**config.mk**
```make
export PLATFORM = sky130hd
export DESIGN_NAME = server_pwm_edge_updater
export DESIGN_NICKNAME = d
export VERILOG_FILES = /design/src/hw/server_pwm_edge_updater.v /design/src/hw/pwm_sum_unit.v
export VERILOG_INCLUDE_DIRS = /design/src /design/src/common
export SDC_FILE = /design/constraint.sdc
export NUM_CORES = 1
export LEC_CHECK = 0
export BUFFER_PORTS_ARGS = -buffer_cell sky130_fd_sc_hd__buf_2
export CAP_MARGIN = 10
export CORE_MARGIN = 2
export CORE_UTILIZATION = 54
export CTS_BUF_LIST = sky130_fd_sc_hd__clkbuf_16
export DETAILED_ROUTE_END_ITERATION = 7
export PLACE_DENSITY = 0.81
export SKIP_CTS_REPAIR_TIMING = 1
export SKIP_LAST_GASP = 1
export SLEW_MARGIN = 25
export SYNTH_ARGS = -nofsm -noshare
export SYNTH_HDL_FRONTEND = slang
export SYNTH_SLANG_ARGS = --single-unit
```
**constraint.sdc**
```tcl
create_clock -name pclk -period 3.8 [get_ports pclk]
set_input_delay 0.76 -clock pclk [delete_from_list [all_inputs] [get_ports pclk]]
set_output_delay 0.76 -clock pclk [all_outputs]
set_load 0.03 [all_outputs]
```
**src/common/server_pwm_regs.vh**
```
`ifndef SERVER_PWM_REGS_VH
`define SERVER_PWM_REGS_VH

// register indices, byte address is four times the index
`define IDX_SELECT 10'h000
`define IDX_CONTROL 10'h001
`define IDX_ENABLE 10'h000
`define IDX_POINTER 10'h002
`define IDX_CONST1 10'h003
`define IDX_CONST2 10'h004
`define IDX_STATUS 10'h005

// control byte fields
`define MODE_HI 7
`define MODE_LO 5
`define TOGGLE_MODE_BIT 1
`define ALT_SELECT_BIT 0
`define SPARE_HI 4
`define SPARE_LO 2
`define MODE_PWM 3'h2

// status fields
`define STAT_BUSY 0
`define STAT_PEND 1
`define STAT_ALTERNATE_SELECT_BIT 2

// reset values
`define RST_CONTROL 8'h00
`define RST_FIELD3 3'h0
`define RST_WORD 16'h0000
`define RST_DATA 32'h0000_0000

// fsm states, one-hot
`define ST_IDLE 3'h1
`define ST_READ 3'h2
`define ST_WRITE 3'h4

`endif

```
**src/hw/server_pwm_edge_updater.v**
```verilog
// Contract
// RL1 - toggle mode: read pointed word, add first or second constant by toggle bit, write back
// RL2 - toggle mode: toggle bit inverts at end of each cycle; reads show present value
// RL3 - remap mode: always add first constant to pointed word and write back
// RL4 - remap mode: unused toggle bit still inverts each cycle; reads show it
// RL5 - control byte 43H means pwm mode 010, toggle operation, toggle bit starts one
// RL6 - control byte 40H means pwm mode 010 with toggle select clear: remap
// RL7 - toggle bit field written into control byte sets its starting value
// RL8 - no cycle count used; every interrupt is serviced with no hardware end
// RL9 - software stops pwm by clearing select bit, then reconfigures compare channel
// RL10 - any interrupt source may trigger either pwm mode
// RL11 - software disables interrupts and server while building the control block
// RL12 - remap uses two blocks differing only in pointer, low bytes 82H and 86H
// RL13 - toggle example: first constant on-time, second off-time; first cycle adds off-time
// RL14 - duty change in toggle mode via one normal interrupt reloading constants
// RL15 - remap on-time lengthened via one normal interrupt adding period plus extra
// RL16 - remap startup preloads timer with FFFFH so 0000H matches first
// RL17 - toggle bit has no coupling to the pin level
// RL18 - mode code in control bits 7 to 5; bits 4 to 0 depend on mode
// RL19 - service active only while the source select bit is set
// RL20 - addition is 16 bits wide, wrapping modulo 65536
// RL21 - constant choice uses toggle bit sampled at cycle start, before inversion
`timescale 1ns/1ps
`default_nettype none
`include "server_pwm_regs.vh"

module server_pwm_edge_updater (
    input wire pclk,
    input wire presetn,
    input wire psel,
    input wire penable,
    input wire pwrite,
    input wire [11:0] paddr,
    input wire [31:0] pwdata,
    input wire [3:0] pstrb,
    output reg [31:0] prdata,
    output reg pready,
    output reg pslverr,
    input wire service_trigger,
    output reg mem_req,
    output reg mem_we,
    output reg [15:0] mem_addr,
    output reg [15:0] mem_wdata,
    input wire [15:0] mem_rdata,
    input wire mem_ack,
    output reg busy,
    output reg alternate_select_out
);

    reg select_reg;
    reg [2:0] mode_reg;
    reg [2:0] spare_reg;
    reg toggle_mode_select_reg;
    reg alternate_select_bit_reg;
    reg [15:0] target_word_pointer_reg;
    reg [15:0] first_add_constant_reg;
    reg [15:0] second_add_constant_reg;
    reg pending_reg;
    reg use_second_reg;
    reg [2:0] state_reg;
    reg [2:0] state_next;
    wire [15:0] sum_word;
    wire [9:0] reg_index;
    wire access;
    wire wr_take;
    wire pwm_selected;
    wire start_cycle;
    wire cycle_done;
    wire control_write;
    wire select_write;
    wire pointer_write;
    wire const1_write;
    wire const2_write;
    wire read_done;
    reg [31:0] read_value;
    reg read_hit;

    // merge byte lanes of a 16-bit register
    function [15:0] lane16;
        input [15:0] old_value;
        input [31:0] new_value;
        input [3:0] strb;
        begin
            lane16[7:0] = strb[0] ? new_value[7:0] : old_value[7:0];
            lane16[15:8] = strb[1] ? new_value[15:8] : old_value[15:8];
        end
    endfunction

    // true when the bus hits a given register index
    function hit;
        input [9:0] index;
        input [9:0] target;
        begin
            hit = (index == target);
        end
    endfunction

    assign reg_index = paddr[11:2];
    assign access = psel & penable;
    assign wr_take = access & pready & pwrite;
    assign control_write = wr_take & hit(reg_index, `IDX_CONTROL) & pstrb[0];
    // per-register write strobes
    assign select_write = wr_take & hit(reg_index, `IDX_ENABLE) & pstrb[0];
    assign pointer_write = wr_take & hit(reg_index, `IDX_POINTER);
    assign const1_write = wr_take & hit(reg_index, `IDX_CONST1);
    assign const2_write = wr_take & hit(reg_index, `IDX_CONST2);
    assign pwm_selected = (mode_reg == `MODE_PWM); // RL18
    // no count check: any selected trigger is served
    assign start_cycle = state_reg[0] & pending_reg & select_reg & pwm_selected; // RL8 RL19
    assign cycle_done = state_reg[2] & mem_ack;
    // read acknowledge moves the cycle to its write phase
    assign read_done = state_reg[1] & mem_ack;

    pwm_sum_unit sum_unit (
        .word_in(mem_rdata),
        .first_const(first_add_constant_reg),
        .second_const(second_add_constant_reg),
        .use_second(use_second_reg),
        .sum_out(sum_word)
    );

    // apb answer: pready one cycle into the access phase
    always @(posedge pclk or negedge presetn) begin
        if (!presetn) begin
            pready <= 1'b0;
            pslverr <= 1'b0;
            prdata <= `RST_DATA;
        end else begin
            pready <= access & ~pready;
            if (access & ~pready) begin
                pslverr <= ~read_hit;
                prdata <= pwrite ? `RST_DATA : read_value;
            end else begin
                pslverr <= 1'b0;
                prdata <= `RST_DATA;
            end
        end
    end

    // read mux, unmapped indices answer with an error
    always @* begin
        read_value = `RST_DATA;
        read_hit = 1'b1;
        case (reg_index)
            `IDX_ENABLE: begin
                read_value[0] = select_reg;
            end
            `IDX_CONTROL: begin
                read_value[`MODE_HI:`MODE_LO] = mode_reg;
                read_value[`SPARE_HI:`SPARE_LO] = spare_reg;
                read_value[`TOGGLE_MODE_BIT] = toggle_mode_select_reg;
                read_value[`ALT_SELECT_BIT] = alternate_select_bit_reg; // RL2 RL4
            end
            `IDX_POINTER: begin
                read_value[15:0] = target_word_pointer_reg;
            end
            `IDX_CONST1: begin
                read_value[15:0] = first_add_constant_reg;
            end
            `IDX_CONST2: begin
                read_value[15:0] = second_add_constant_reg;
            end
            `IDX_STATUS: begin
                read_value[`STAT_BUSY] = ~state_reg[0];
                read_value[`STAT_PEND] = pending_reg;
                read_value[`STAT_ALTERNATE_SELECT_BIT] = alternate_select_bit_reg;
            end
            default: begin
                read_hit = 1'b0;
            end
        endcase
    end

    // server select bit
    always @(posedge pclk or negedge presetn) begin
        if (!presetn) begin
            select_reg <= 1'b0;
        end else if (select_write) begin
            select_reg <= pwdata[0]; // RL19
        end
    end

    // control byte fields; 43H gives toggle operation, 40H gives remap
    always @(posedge pclk or negedge presetn) begin
        if (!presetn) begin
            mode_reg <= `RST_FIELD3;
            spare_reg <= `RST_FIELD3;
            toggle_mode_select_reg <= 1'b0;
        end else if (control_write) begin
            mode_reg <= pwdata[`MODE_HI:`MODE_LO]; // RL5 RL6 RL18
            spare_reg <= pwdata[`SPARE_HI:`SPARE_LO];
            toggle_mode_select_reg <= pwdata[`TOGGLE_MODE_BIT]; // RL5 RL6
        end
    end

    // pointer word, byte lanes merged
    always @(posedge pclk or negedge presetn) begin
        if (!presetn) begin
            target_word_pointer_reg <= `RST_WORD;
        end else if (pointer_write) begin
            target_word_pointer_reg <= lane16(target_word_pointer_reg, pwdata, pstrb);
        end
    end

    // first constant
    always @(posedge pclk or negedge presetn) begin
        if (!presetn) begin
            first_add_constant_reg <= `RST_WORD;
        end else if (const1_write) begin
            first_add_constant_reg <= lane16(first_add_constant_reg, pwdata, pstrb);
        end
    end

    // second constant
    always @(posedge pclk or negedge presetn) begin
        if (!presetn) begin
            second_add_constant_reg <= `RST_WORD;
        end else if (const2_write) begin
            second_add_constant_reg <= lane16(second_add_constant_reg, pwdata, pstrb);
        end
    end

    // toggle bit: software write seeds it, hardware inverts at cycle end
    always @(posedge pclk or negedge presetn) begin
        if (!presetn) begin
            alternate_select_bit_reg <= 1'b0;
        end else if (control_write) begin
            // a seed written in the cycle-end edge wins over the inversion
            alternate_select_bit_reg <= pwdata[`ALT_SELECT_BIT]; // RL7
        end else if (cycle_done) begin
            // inverts in both modes
            alternate_select_bit_reg <= ~alternate_select_bit_reg; // RL2 RL4
        end
    end

    // trigger from any source; a new event beats the clear at cycle start
    always @(posedge pclk or negedge presetn) begin
        if (!presetn) begin
            pending_reg <= 1'b0;
        end else if (service_trigger & select_reg & pwm_selected) begin
            pending_reg <= 1'b1; // RL10
        end else if (start_cycle | ~select_reg) begin
            pending_reg <= 1'b0; // RL19
        end
    end

    // constant choice frozen at cycle start
    always @(posedge pclk or negedge presetn) begin
        if (!presetn) begin
            use_second_reg <= 1'b0;
        end else if (start_cycle) begin
            // remap ignores the toggle bit
            use_second_reg <= toggle_mode_select_reg & alternate_select_bit_reg; // RL1 RL3 RL21
        end
    end

    // next state of the word-bus cycle
    always @* begin
        state_next = state_reg;
        case (state_reg)
            `ST_IDLE: begin
                if (start_cycle) begin
                    state_next = `ST_READ;
                end
            end
            `ST_READ: begin
                if (mem_ack) begin
                    state_next = `ST_WRITE;
                end
            end
            `ST_WRITE: begin
                if (mem_ack) begin
                    state_next = `ST_IDLE;
                end
            end
            default: begin
                state_next = `ST_IDLE;
            end
        endcase
    end

    // one uninterruptible read-add-write cycle on the word bus
    always @(posedge pclk or negedge presetn) begin
        if (!presetn) begin
            state_reg <= `ST_IDLE;
            busy <= 1'b0;
        end else begin
            state_reg <= state_next;
            busy <= ~state_next[0];
        end
    end

    // request stays up through both phases
    always @(posedge pclk or negedge presetn) begin
        if (!presetn) begin
            mem_req <= 1'b0;
        end else if (start_cycle) begin
            mem_req <= 1'b1; // RL1 RL3
        end else if (cycle_done) begin
            mem_req <= 1'b0;
        end
    end

    // write phase follows the read acknowledge
    always @(posedge pclk or negedge presetn) begin
        if (!presetn) begin
            mem_we <= 1'b0;
        end else if (read_done) begin
            mem_we <= 1'b1;
        end else if (start_cycle | cycle_done) begin
            mem_we <= 1'b0;
        end
    end

    // pointer latched once per cycle
    always @(posedge pclk or negedge presetn) begin
        if (!presetn) begin
            mem_addr <= `RST_WORD;
        end else if (start_cycle) begin
            mem_addr <= target_word_pointer_reg; // RL1 RL3
        end
    end

    // sum taken at the read acknowledge
    always @(posedge pclk or negedge presetn) begin
        if (!presetn) begin
            mem_wdata <= `RST_WORD;
        end else if (read_done) begin
            mem_wdata <= sum_word; // RL1 RL3 RL20
        end
    end

    // status copy only; pin level is owned by the port logic
    always @(posedge pclk or negedge presetn) begin
        if (!presetn) begin
            alternate_select_out <= 1'b0;
        end else begin
            alternate_select_out <= alternate_select_bit_reg; // RL17
        end
    end

endmodule // server_pwm_edge_updater

`default_nettype wire

```
**src/hw/pwm_sum_unit.v**
```verilog
`timescale 1ns/1ps
`default_nettype none

module pwm_sum_unit (
    input wire [15:0] word_in,
    input wire [15:0] first_const,
    input wire [15:0] second_const,
    input wire use_second,
    output wire [15:0] sum_out
);

    wire [15:0] addend;

    // second constant only when the latched toggle choice says so
    assign addend = use_second ? second_const : first_const; // RL1
    // 16-bit wrap, carry dropped like a free-running timer
    assign sum_out = word_in + addend; // RL20

endmodule // pwm_sum_unit

`default_nettype wire

```
==> metrics.txt, run 1 <==
# TYPE chip_impl_metric gauge
chip_impl_metric{name="path_clk_slew",unit="ns"} 0.05
chip_impl_metric{name="number_of_antenna_violations_at_the_first_check_in_global_routing",unit=""} 0
chip_impl_metric{name="chipWidth",unit="um"} 108
chip_impl_metric{name="fin_crit_sh",unit=""} 0.782
chip_impl_metric{name="maxCapViolCount",unit=""} 0
chip_impl_metric{name="final-hold-violation-count",unit=""} 0
chip_impl_metric{name="placement.setup.worst_slack",unit="ns"} 0.872
chip_impl_metric{name="postLayoutCoreUtil",unit=""} 0.670
chip_impl_metric{name="buffer_ports.inserted",unit=""} 104
chip_impl_metric{name="inserted_clock_buffers",unit=""} 17
chip_impl_metric{name="vias",unit=""} 4487
chip_impl_metric{name="clkSinkCount",unit=""} 116
chip_impl_metric{name="chipHeight",unit="um"} 108
chip_impl_metric{name="share_clk_of_total_power",unit=""} 0.528
chip_impl_metric{name="worst-endpoint-required",unit="ns"} 4.05
chip_impl_metric{name="slew-limit-headroom",unit=""} 0.409
chip_impl_metric{name="power_density",unit="nW/um^2"} 423
chip_impl_metric{name="netlist_instances",unit=""} 538
chip_impl_info{name="cts_tree",value="built"} 1
chip_impl_metric{name="simple_gate_area_share_of_the_yosys_netlist",unit=""} 0.140
chip_impl_metric{name="post_synth_xor_area_fraction",unit=""} 0.0226
chip_impl_info{name="path_class",value="reg -> reg"} 1
chip_impl_metric{name="diodes_inserted",unit=""} 0
chip_impl_metric{name="post_synth_instance_area",unit="um^2"} 5810
chip_impl_metric{name="setup_violations",unit=""} 0
chip_impl_metric{name="setup-tns-final",unit="ns"} 0
chip_impl_metric{name="ys_async_sr_fraction",unit=""} 1.00
chip_impl_info{name="crit_path_start",value="use_second_reg"} 1
chip_impl_metric{name="worstMarginPinSlew",unit="ns"} 0.884
chip_impl_metric{name="synth_edf_count",unit=""} 0
chip_impl_metric{name="worst_ep_arrival_time",unit="ns"} 3.22
chip_impl_metric{name="routabilityCongestion",unit=""} 0.842
chip_impl_metric{name="seq_power_share",unit=""} 0.421
chip_impl_metric{name="synth_adder_area_share",unit=""} 0.0358
chip_impl_metric{name="grt_overflow_total",unit=""} 0
chip_impl_metric{name="max-vdd-ir-drop",unit="mV"} 0.263
chip_impl_metric{name="maximum_clock_frequency",unit="GHz"} 0.337
chip_impl_metric{name="ys_types",unit=""} 54
chip_impl_metric{name="post_drt_wl_per_cell",unit="um"} 18.3
chip_impl_metric{name="fin_ws",unit="ns"} 0.830
chip_impl_metric{name="timing.clock.skew",unit="ns"} 0.00441
chip_impl_metric{name="drv_slew",unit=""} 0
chip_impl_metric{name="path_max_fanout",unit=""} 10
chip_impl_metric{name="compound_gate_portion_of_the_synthesized_area",unit=""} 0.0991
chip_impl_metric{name="post_drt_via_cell_ratio",unit=""} 5.69
chip_impl_metric{name="io_pins",unit=""} 141
chip_impl_metric{name="grt_max_degree",unit=""} 62
chip_impl_metric{name="ant_nets",unit=""} 0
chip_impl_metric{name="layout-drive-gt1-share",unit=""} 0.352
chip_impl_metric{name="global_route_wire_length_before_repair",unit="um"} 23500
chip_impl_info{name="synth_top_flop_cell",value="dfrtp_1"} 1
chip_impl_metric{name="internal_power",unit="W"} 0.00224
chip_impl_metric{name="layout.nets",unit=""} 727
chip_impl_metric{name="htreeDepth",unit=""} 4
chip_impl_info{name="rsz_0062_raised_after_global_routing",value="no"} 1
chip_impl_metric{name="grt_pass1_vias",unit=""} 4541
chip_impl_metric{name="switching_part_of_the_total",unit=""} 0.236
chip_impl_metric{name="synth.mux.area_fraction",unit=""} 0.156
chip_impl_metric{name="static-leakage-power",unit="nW"} 3.62
chip_impl_metric{name="filler_cell_count",unit=""} 775
chip_impl_metric{name="clk_latency",unit="ns"} 0.41
chip_impl_metric{name="fp.dieArea",unit="um^2"} 11600
chip_impl_metric{name="syn_area_per_cell",unit="um^2"} 10.8
chip_impl_metric{name="start_util",unit=""} 0.560
chip_impl_info{name="cts_root_buf",value="clkbuf_16"} 1
chip_impl_metric{name="remaining_drc_errors",unit=""} 0
chip_impl_metric{name="cts_max_path_buffers",unit=""} 2
chip_impl_info{name="run_status",value="complete, no violations"} 1
chip_impl_metric{name="synth-seq-area-share",unit=""} 0.500
chip_impl_info{name="combinational_family_with_the_most_area_after_synthesis",value="multiplexers"} 1
chip_impl_info{name="startpoint_type",value="flip-flop"} 1
chip_impl_metric{name="share_comb_of_total_power",unit=""} 0.051
chip_impl_metric{name="drt-pass1-iter-count",unit=""} 4
chip_impl_metric{name="core_region_area",unit="um^2"} 10400
chip_impl_metric{name="final_critical_delay_including_setup_and_external_delays",unit="ns"} 2.97
chip_impl_metric{name="routed_wl",unit="um"} 14400
chip_impl_info{name="rr_startpoint",value="use_second_reg"} 1
chip_impl_metric{name="syn_to_final_growth",unit="%"} 19.6
chip_impl_metric{name="global_route.usage.total",unit=""} 0.268
chip_impl_metric{name="net_switching_power_figure",unit="W"} 0.000694
chip_impl_info{name="hold_path_class",value="in -> async"} 1
chip_impl_metric{name="number_of_warnings_issued_by_yosys",unit=""} 0
chip_impl_info{name="critical_path.endpoint_type",value="flip-flop"} 1
chip_impl_metric{name="dp.final_hpwl",unit="um"} 9930
chip_impl_metric{name="floorplan.rows",unit=""} 37
chip_impl_metric{name="detailedRoute.firstIterationViolations",unit=""} 280
chip_impl_metric{name="ys_seq_elements",unit=""} 116
## synthesized netlist by cell type, types with 2 or more instances
cell      number  area, um^2
o31ai_1        4        30.0
nand3_1        3        15.0
mux2_2        77         867
a21oi_1       19        95.1
xnor2_1       10        87.6
inv_1          7        26.3
o41ai_1        2        17.5
nor2_2         3        18.8
nand4_1        6        37.5
a211oi_1       2        15.0
a221oi_1       8        70.1
buf_4         18         135
mux2i_1        4        40.0
and2_1         2        12.5
nor2b_1        9        56.3
buf_1          3        11.3
buf_2          4        20.0
o21ai_0       23         115
clkbuf_1      15        56.3
nor2_1        44         165
or3_4          2        22.5
dfrtp_1      115        2880
a22oi_1       15         113
xor2_1         5        43.8
nor3_2         2        20.0
o21bai_1       4        30.0
a31oi_1        4        25.0
ha_1          15         188
nand2_1       86         323
a21o_1         3        22.5
## worst max-delay path: stages (launching register included)
cell	delay [ns]
dfrtp_1	0.66
buf_4	0.28
mux2_2	0.38
ha_1	0.38
a21oi_1	0.19
o21ai_0	0.18
a221oi_1	0.33
o31ai_1	0.16
xnor2_1	0.15
o21ai_0	0.09
## metrics by stage
step           hold WS, ns  power (W)  instance area (um^2)  std cells
2_1_floorplan        0.424    0.00135                  5860        553
3_3_place_gp         0.456    0.00140                  6360        757
3_5_place_dp         0.453    0.00141                  6360        757
4_1_cts              0.452    0.00295                  6940        789
5_1_grt              0.486    0.00303                  6940        789
6_report             0.416    0.00294                  6940        789
## layer usage
| metal | GRT usage | vias to the layer above | wire (um) |
|---|---|---|---|
| met1 | 0.348 | 2194 | 6010 |
| met2 | 0.437 | 212 | 7080 |
| li1 | - | 2055 | - |
| met4 | 0.0943 | 0 | 249 |
| met5 | 0 | - | 0 |
| met3 | 0.0666 | 26 | 1100 |
## cell type report
| class | instances | area [um^2] | area share |
|---|---|---|---|
| Sequential cell | 116 | 2900 | 0.418 |
| Clock buffer | 17 | 425 | 0.0613 |
| Multi-Input combinational cell | 388 | 2690 | 0.388 |
| Clock inverter | 15 | 160 | 0.0231 |
| Inverter | 8 | 30.0 | 0.00432 |
| Timing Repair Buffer | 109 | 561 | 0.0807 |
| Tap cell | 136 | 170 | 0.0245 |
## cells in the final DEF (no fill, tap or decap), drive strengths merged, types with 2 or more instances in the layout
master | synthesis | routed
a31oi | 4 | 4
a221oi | 8 | 8
nand4 | 6 | 6
mux2i | 4 | 4
ha | 15 | 15
nor2 | 47 | 47
and2 | 2 | 2
a22oi | 15 | 15
dfrtp | 115 | 115
mux2 | 77 | 77
nor3b | 2 | 2
inv | 8 | 10
clkbuf | 15 | 17
a211oi | 2 | 2
nor2b | 9 | 9
clkinvlp | 0 | 4
nor3 | 3 | 3
o41ai | 2 | 2
xnor2 | 10 | 10
nor4 | 2 | 2
a21o | 3 | 3
o21bai | 4 | 4
o21ai | 23 | 23
buf | 26 | 109
clkinv | 0 | 7
a21oi | 19 | 19
nand3 | 3 | 3
conb | 1 | 16
o31ai | 4 | 4
or3 | 3 | 3
xor2 | 5 | 5
nand2 | 87 | 87
bufinv | 0 | 2
## power groups by stage
stage,registers [W],logic (W),clock network (W)
after floorplan,0.00126,0.0000829,0
after global placement,0.00126,0.000145,0
after detailed placement,0.00126,0.000148,0
after CTS,0.00124,0.000150,0.00156
after global routing,0.00124,0.000166,0.00162
final,0.00124,0.000149,0.00155
## path summary, 6_finish.rpt
kind | to | slack [ns] | cells past startpoint
worst max register to register | mem_wdata[14] | 0.83 | 9
worst max-delay path | mem_wdata[14] | 0.83 | 9
max in group asynchronous | mode_reg[1] | 2.50 | 2
min in group pclk | mem_addr[1] | 0.47 | 2
worst min-delay path | mem_wdata[2] | 0.42 | 1
worst min register to register | mem_addr[1] | 0.47 | 2
## logic make-up (layout without fill, tap and decap cells)
family,count (synthesis),in the layout
xor gates and xnor gates,15,15
DFF,116,116
muxes,81,81
buffers and inverters,49,149
other,1,16
AOI/OAI and AO/OA,89,89
and+or+nand+nor,171,171
adders and majority gates,16,16
(Power assumes the default switching activity.)
==> run 2, diff against run 1 <==
Clock period 3.8 ns to 2.9 ns, I/O delays scaled along.
==> run 2 against run 1 <==
  * Global-route usage down 0.98 points
  * Sequential share of layout area is 0.13 points lower
  * Register-to-register slack got worse by 0.62 ns
  * Cell count grew 0.76%
  * Total power is 28% higher
  * Wire length down 2.8%
  * Hold slack worse by 0.23 ns
  * Non-clock buffer count is 6 higher
  * Critical path depth stayed put
==> metrics.txt, run 2 (synthesis results as in run 1) <==
# TYPE chip_impl_metric gauge
chip_impl_metric{name="grt_pass1_vias",unit=""} 4514
chip_impl_metric{name="global_route_wire_length_before_repair",unit="um"} 22700
chip_impl_metric{name="path_max_fanout",unit=""} 9
chip_impl_metric{name="worst-endpoint-required",unit="ns"} 3.18
chip_impl_metric{name="grt_max_degree",unit=""} 51
chip_impl_metric{name="layout.nets",unit=""} 733
chip_impl_info{name="critical_path.endpoint_type",value="flip-flop"} 1
chip_impl_metric{name="static-leakage-power",unit="nW"} 3.66
chip_impl_metric{name="ant_nets",unit=""} 0
chip_impl_metric{name="number_of_antenna_violations_at_the_first_check_in_global_routing",unit=""} 0
chip_impl_metric{name="fin_crit_sh",unit=""} 0.929
chip_impl_metric{name="final_cells",unit=""} 795
chip_impl_metric{name="post_drt_via_cell_ratio",unit=""} 5.59
chip_impl_metric{name="remaining_drc_errors",unit=""} 0
chip_impl_metric{name="seq_power_share",unit=""} 0.432
chip_impl_metric{name="layout-drive-gt1-share",unit=""} 0.352
chip_impl_info{name="cts_tree",value="built"} 1
chip_impl_metric{name="cts_max_path_buffers",unit=""} 2
chip_impl_metric{name="setup-tns-final",unit="ns"} 0
chip_impl_metric{name="chipWidth",unit="um"} 108
chip_impl_metric{name="net_switching_power_figure",unit="W"} 0.000847
chip_impl_metric{name="io_pins",unit=""} 141
chip_impl_metric{name="internal_power",unit="W"} 0.00291
chip_impl_info{name="cts_root_buf",value="clkbuf_16"} 1
chip_impl_metric{name="switching_part_of_the_total",unit=""} 0.225
chip_impl_metric{name="share_clk_of_total_power",unit=""} 0.515
chip_impl_metric{name="filler_cell_count",unit=""} 784
chip_impl_metric{name="start_util",unit=""} 0.560
chip_impl_info{name="crit_path_start",value="use_second_reg"} 1
chip_impl_metric{name="drv_slew",unit=""} 0
chip_impl_info{name="run_status",value="complete, no violations"} 1
chip_impl_info{name="path_class",value="reg -> reg"} 1
chip_impl_metric{name="slew-limit-headroom",unit=""} 0.589
chip_impl_info{name="endpoint",value="mem_wdata[10]"} 1
chip_impl_metric{name="final_critical_delay_including_setup_and_external_delays",unit="ns"} 2.69
chip_impl_metric{name="setup_violations",unit=""} 0
chip_impl_metric{name="routabilityCongestion",unit=""} 0.846
chip_impl_metric{name="detailedRoute.firstIterationViolations",unit=""} 225
chip_impl_metric{name="maxCapViolCount",unit=""} 0
chip_impl_info{name="rr_startpoint",value="use_second_reg"} 1
chip_impl_metric{name="vias",unit=""} 4442
chip_impl_metric{name="routed_wl",unit="um"} 14000
chip_impl_metric{name="final-hold-violation-count",unit=""} 0
chip_impl_metric{name="dp.final_hpwl",unit="um"} 10000
chip_impl_metric{name="buffer_ports.inserted",unit=""} 104
chip_impl_info{name="mostFrequentLayoutCell",value="dfrtp_1"} 1
chip_impl_metric{name="power_density",unit="nW/um^2"} 540
chip_impl_metric{name="r2r_setup_slack",unit="ns"} 0.21
chip_impl_metric{name="ff_to_ff_path_depth",unit=""} 9
chip_impl_metric{name="clkSinkCount",unit=""} 116
chip_impl_metric{name="htreeDepth",unit=""} 4
chip_impl_metric{name="global_route.usage.total",unit=""} 0.258
chip_impl_metric{name="placed_instances",unit=""} 763
chip_impl_info{name="endpoint_of_the_lowest_slack_register_to_register_path",value="mem_wdata[10]"} 1
chip_impl_metric{name="syn_to_final_growth",unit="%"} 20.0
chip_impl_metric{name="grt_overflow_total",unit=""} 0
chip_impl_metric{name="timing.clock.skew",unit="ns"} 0.00641
chip_impl_metric{name="inserted_clock_buffers",unit=""} 17
chip_impl_metric{name="chipHeight",unit="um"} 108
chip_impl_metric{name="diodes_inserted",unit=""} 0
chip_impl_metric{name="total_power",unit="W"} 0.00376
chip_impl_metric{name="floorplan.rows",unit=""} 37
chip_impl_info{name="rsz_0062_raised_after_global_routing",value="no"} 1
chip_impl_metric{name="path_clk_slew",unit="ns"} 0.05
chip_impl_metric{name="fp.dieArea",unit="um^2"} 11600
chip_impl_metric{name="core_region_area",unit="um^2"} 10400
chip_impl_metric{name="worstMarginPinSlew",unit="ns"} 0.616
chip_impl_metric{name="post_drt_wl_per_cell",unit="um"} 17.7
chip_impl_info{name="startpoint_type",value="flip-flop"} 1
chip_impl_metric{name="max-vdd-ir-drop",unit="mV"} 0.352
chip_impl_metric{name="postLayoutCoreUtil",unit=""} 0.672
chip_impl_metric{name="clk_latency",unit="ns"} 0.41
chip_impl_metric{name="drt-pass1-iter-count",unit=""} 5
chip_impl_metric{name="worst_ep_arrival_time",unit="ns"} 2.98
chip_impl_metric{name="share_comb_of_total_power",unit=""} 0.053
chip_impl_metric{name="maximum_clock_frequency",unit="GHz"} 0.371
chip_impl_info{name="hold_path_class",value="in -> async"} 1
chip_impl_info{name="final_cell_mix",value="dfrtp_1 (115), buf_2 (103), nand2_1 (86)"} 1
chip_impl_metric{name="fin_hold_ws",unit="ns"} 0.190
==> run 2: changes by cell type in the layout (fill, tap and decap cells not counted), sizes merged <==
cell,before,now
clkinvlp,4,2
buf,109,115
clkinv,7,9
==> run 2: stage by stage <==
stage	instance area [um^2]	setup slack, ns
floorplan	5860	0.114
global placement	6420	0.358
detailed placement	6420	0.279
CTS	6970	0.250
global route	6970	0.0797
finish	6970	0.207
==> run 2: worst min path at each step <==
stage | start | endpoint
floorplan | presetn | alternate_select_bit_reg
global placement | mem_addr[14] | mem_addr[14]
detailed placement | alternate_select_bit_reg | alternate_select_out
CTS | presetn | mem_wdata[1]
global route | presetn | mem_wdata[2]
finish | presetn | mem_wdata[1]
==> run 2: power by group through the flow <==
stage                     Clock, W  Sequential [W]  Combinational, W
final                      0.00194         0.00162          0.000199
after global routing       0.00204         0.00162          0.000218
after CTS                  0.00196         0.00162          0.000198
after detailed placement         0         0.00165          0.000197
after global placement           0         0.00165          0.000193
after floorplan                  0         0.00165          0.000109
==> run 2: layer usage <==
| layer | up-vias | GRT usage | part of all wire |
|---|---|---|---|
| met5 | - | 0 | 0 |
| met1 | 2157 | 0.340 | 0.43 |
| met3 | 24 | 0.0690 | 0.073 |
| met4 | 0 | 0.0989 | 0.016 |
| met2 | 193 | 0.408 | 0.48 |
| li1 | 2068 | - | - |
==> run 2: cell type report <==
| type | count | area, um^2 | share of cell area |
|---|---|---|---|
| Sequential cell | 116 | 2900 | 0.417 |
| Multi-Input combinational cell | 388 | 2690 | 0.387 |
| Timing Repair Buffer | 115 | 618 | 0.0887 |
| Clock buffer | 17 | 425 | 0.0611 |
| Tap cell | 136 | 170 | 0.0244 |
| Clock inverter | 15 | 124 | 0.0178 |
| Inverter | 8 | 30.0 | 0.00431 |
==> run 2: worst max-delay path, cell delays in order, from the launching register on <==
cell      delay [ns]
dfrtp_1         0.38
buf_4           0.21
mux2_2          0.38
ha_1            0.33
nor2b_1         0.17
o31a_1          0.27
o211ai_1        0.38
o21bai_1        0.14
xnor2_1         0.20
o21ai_0         0.10
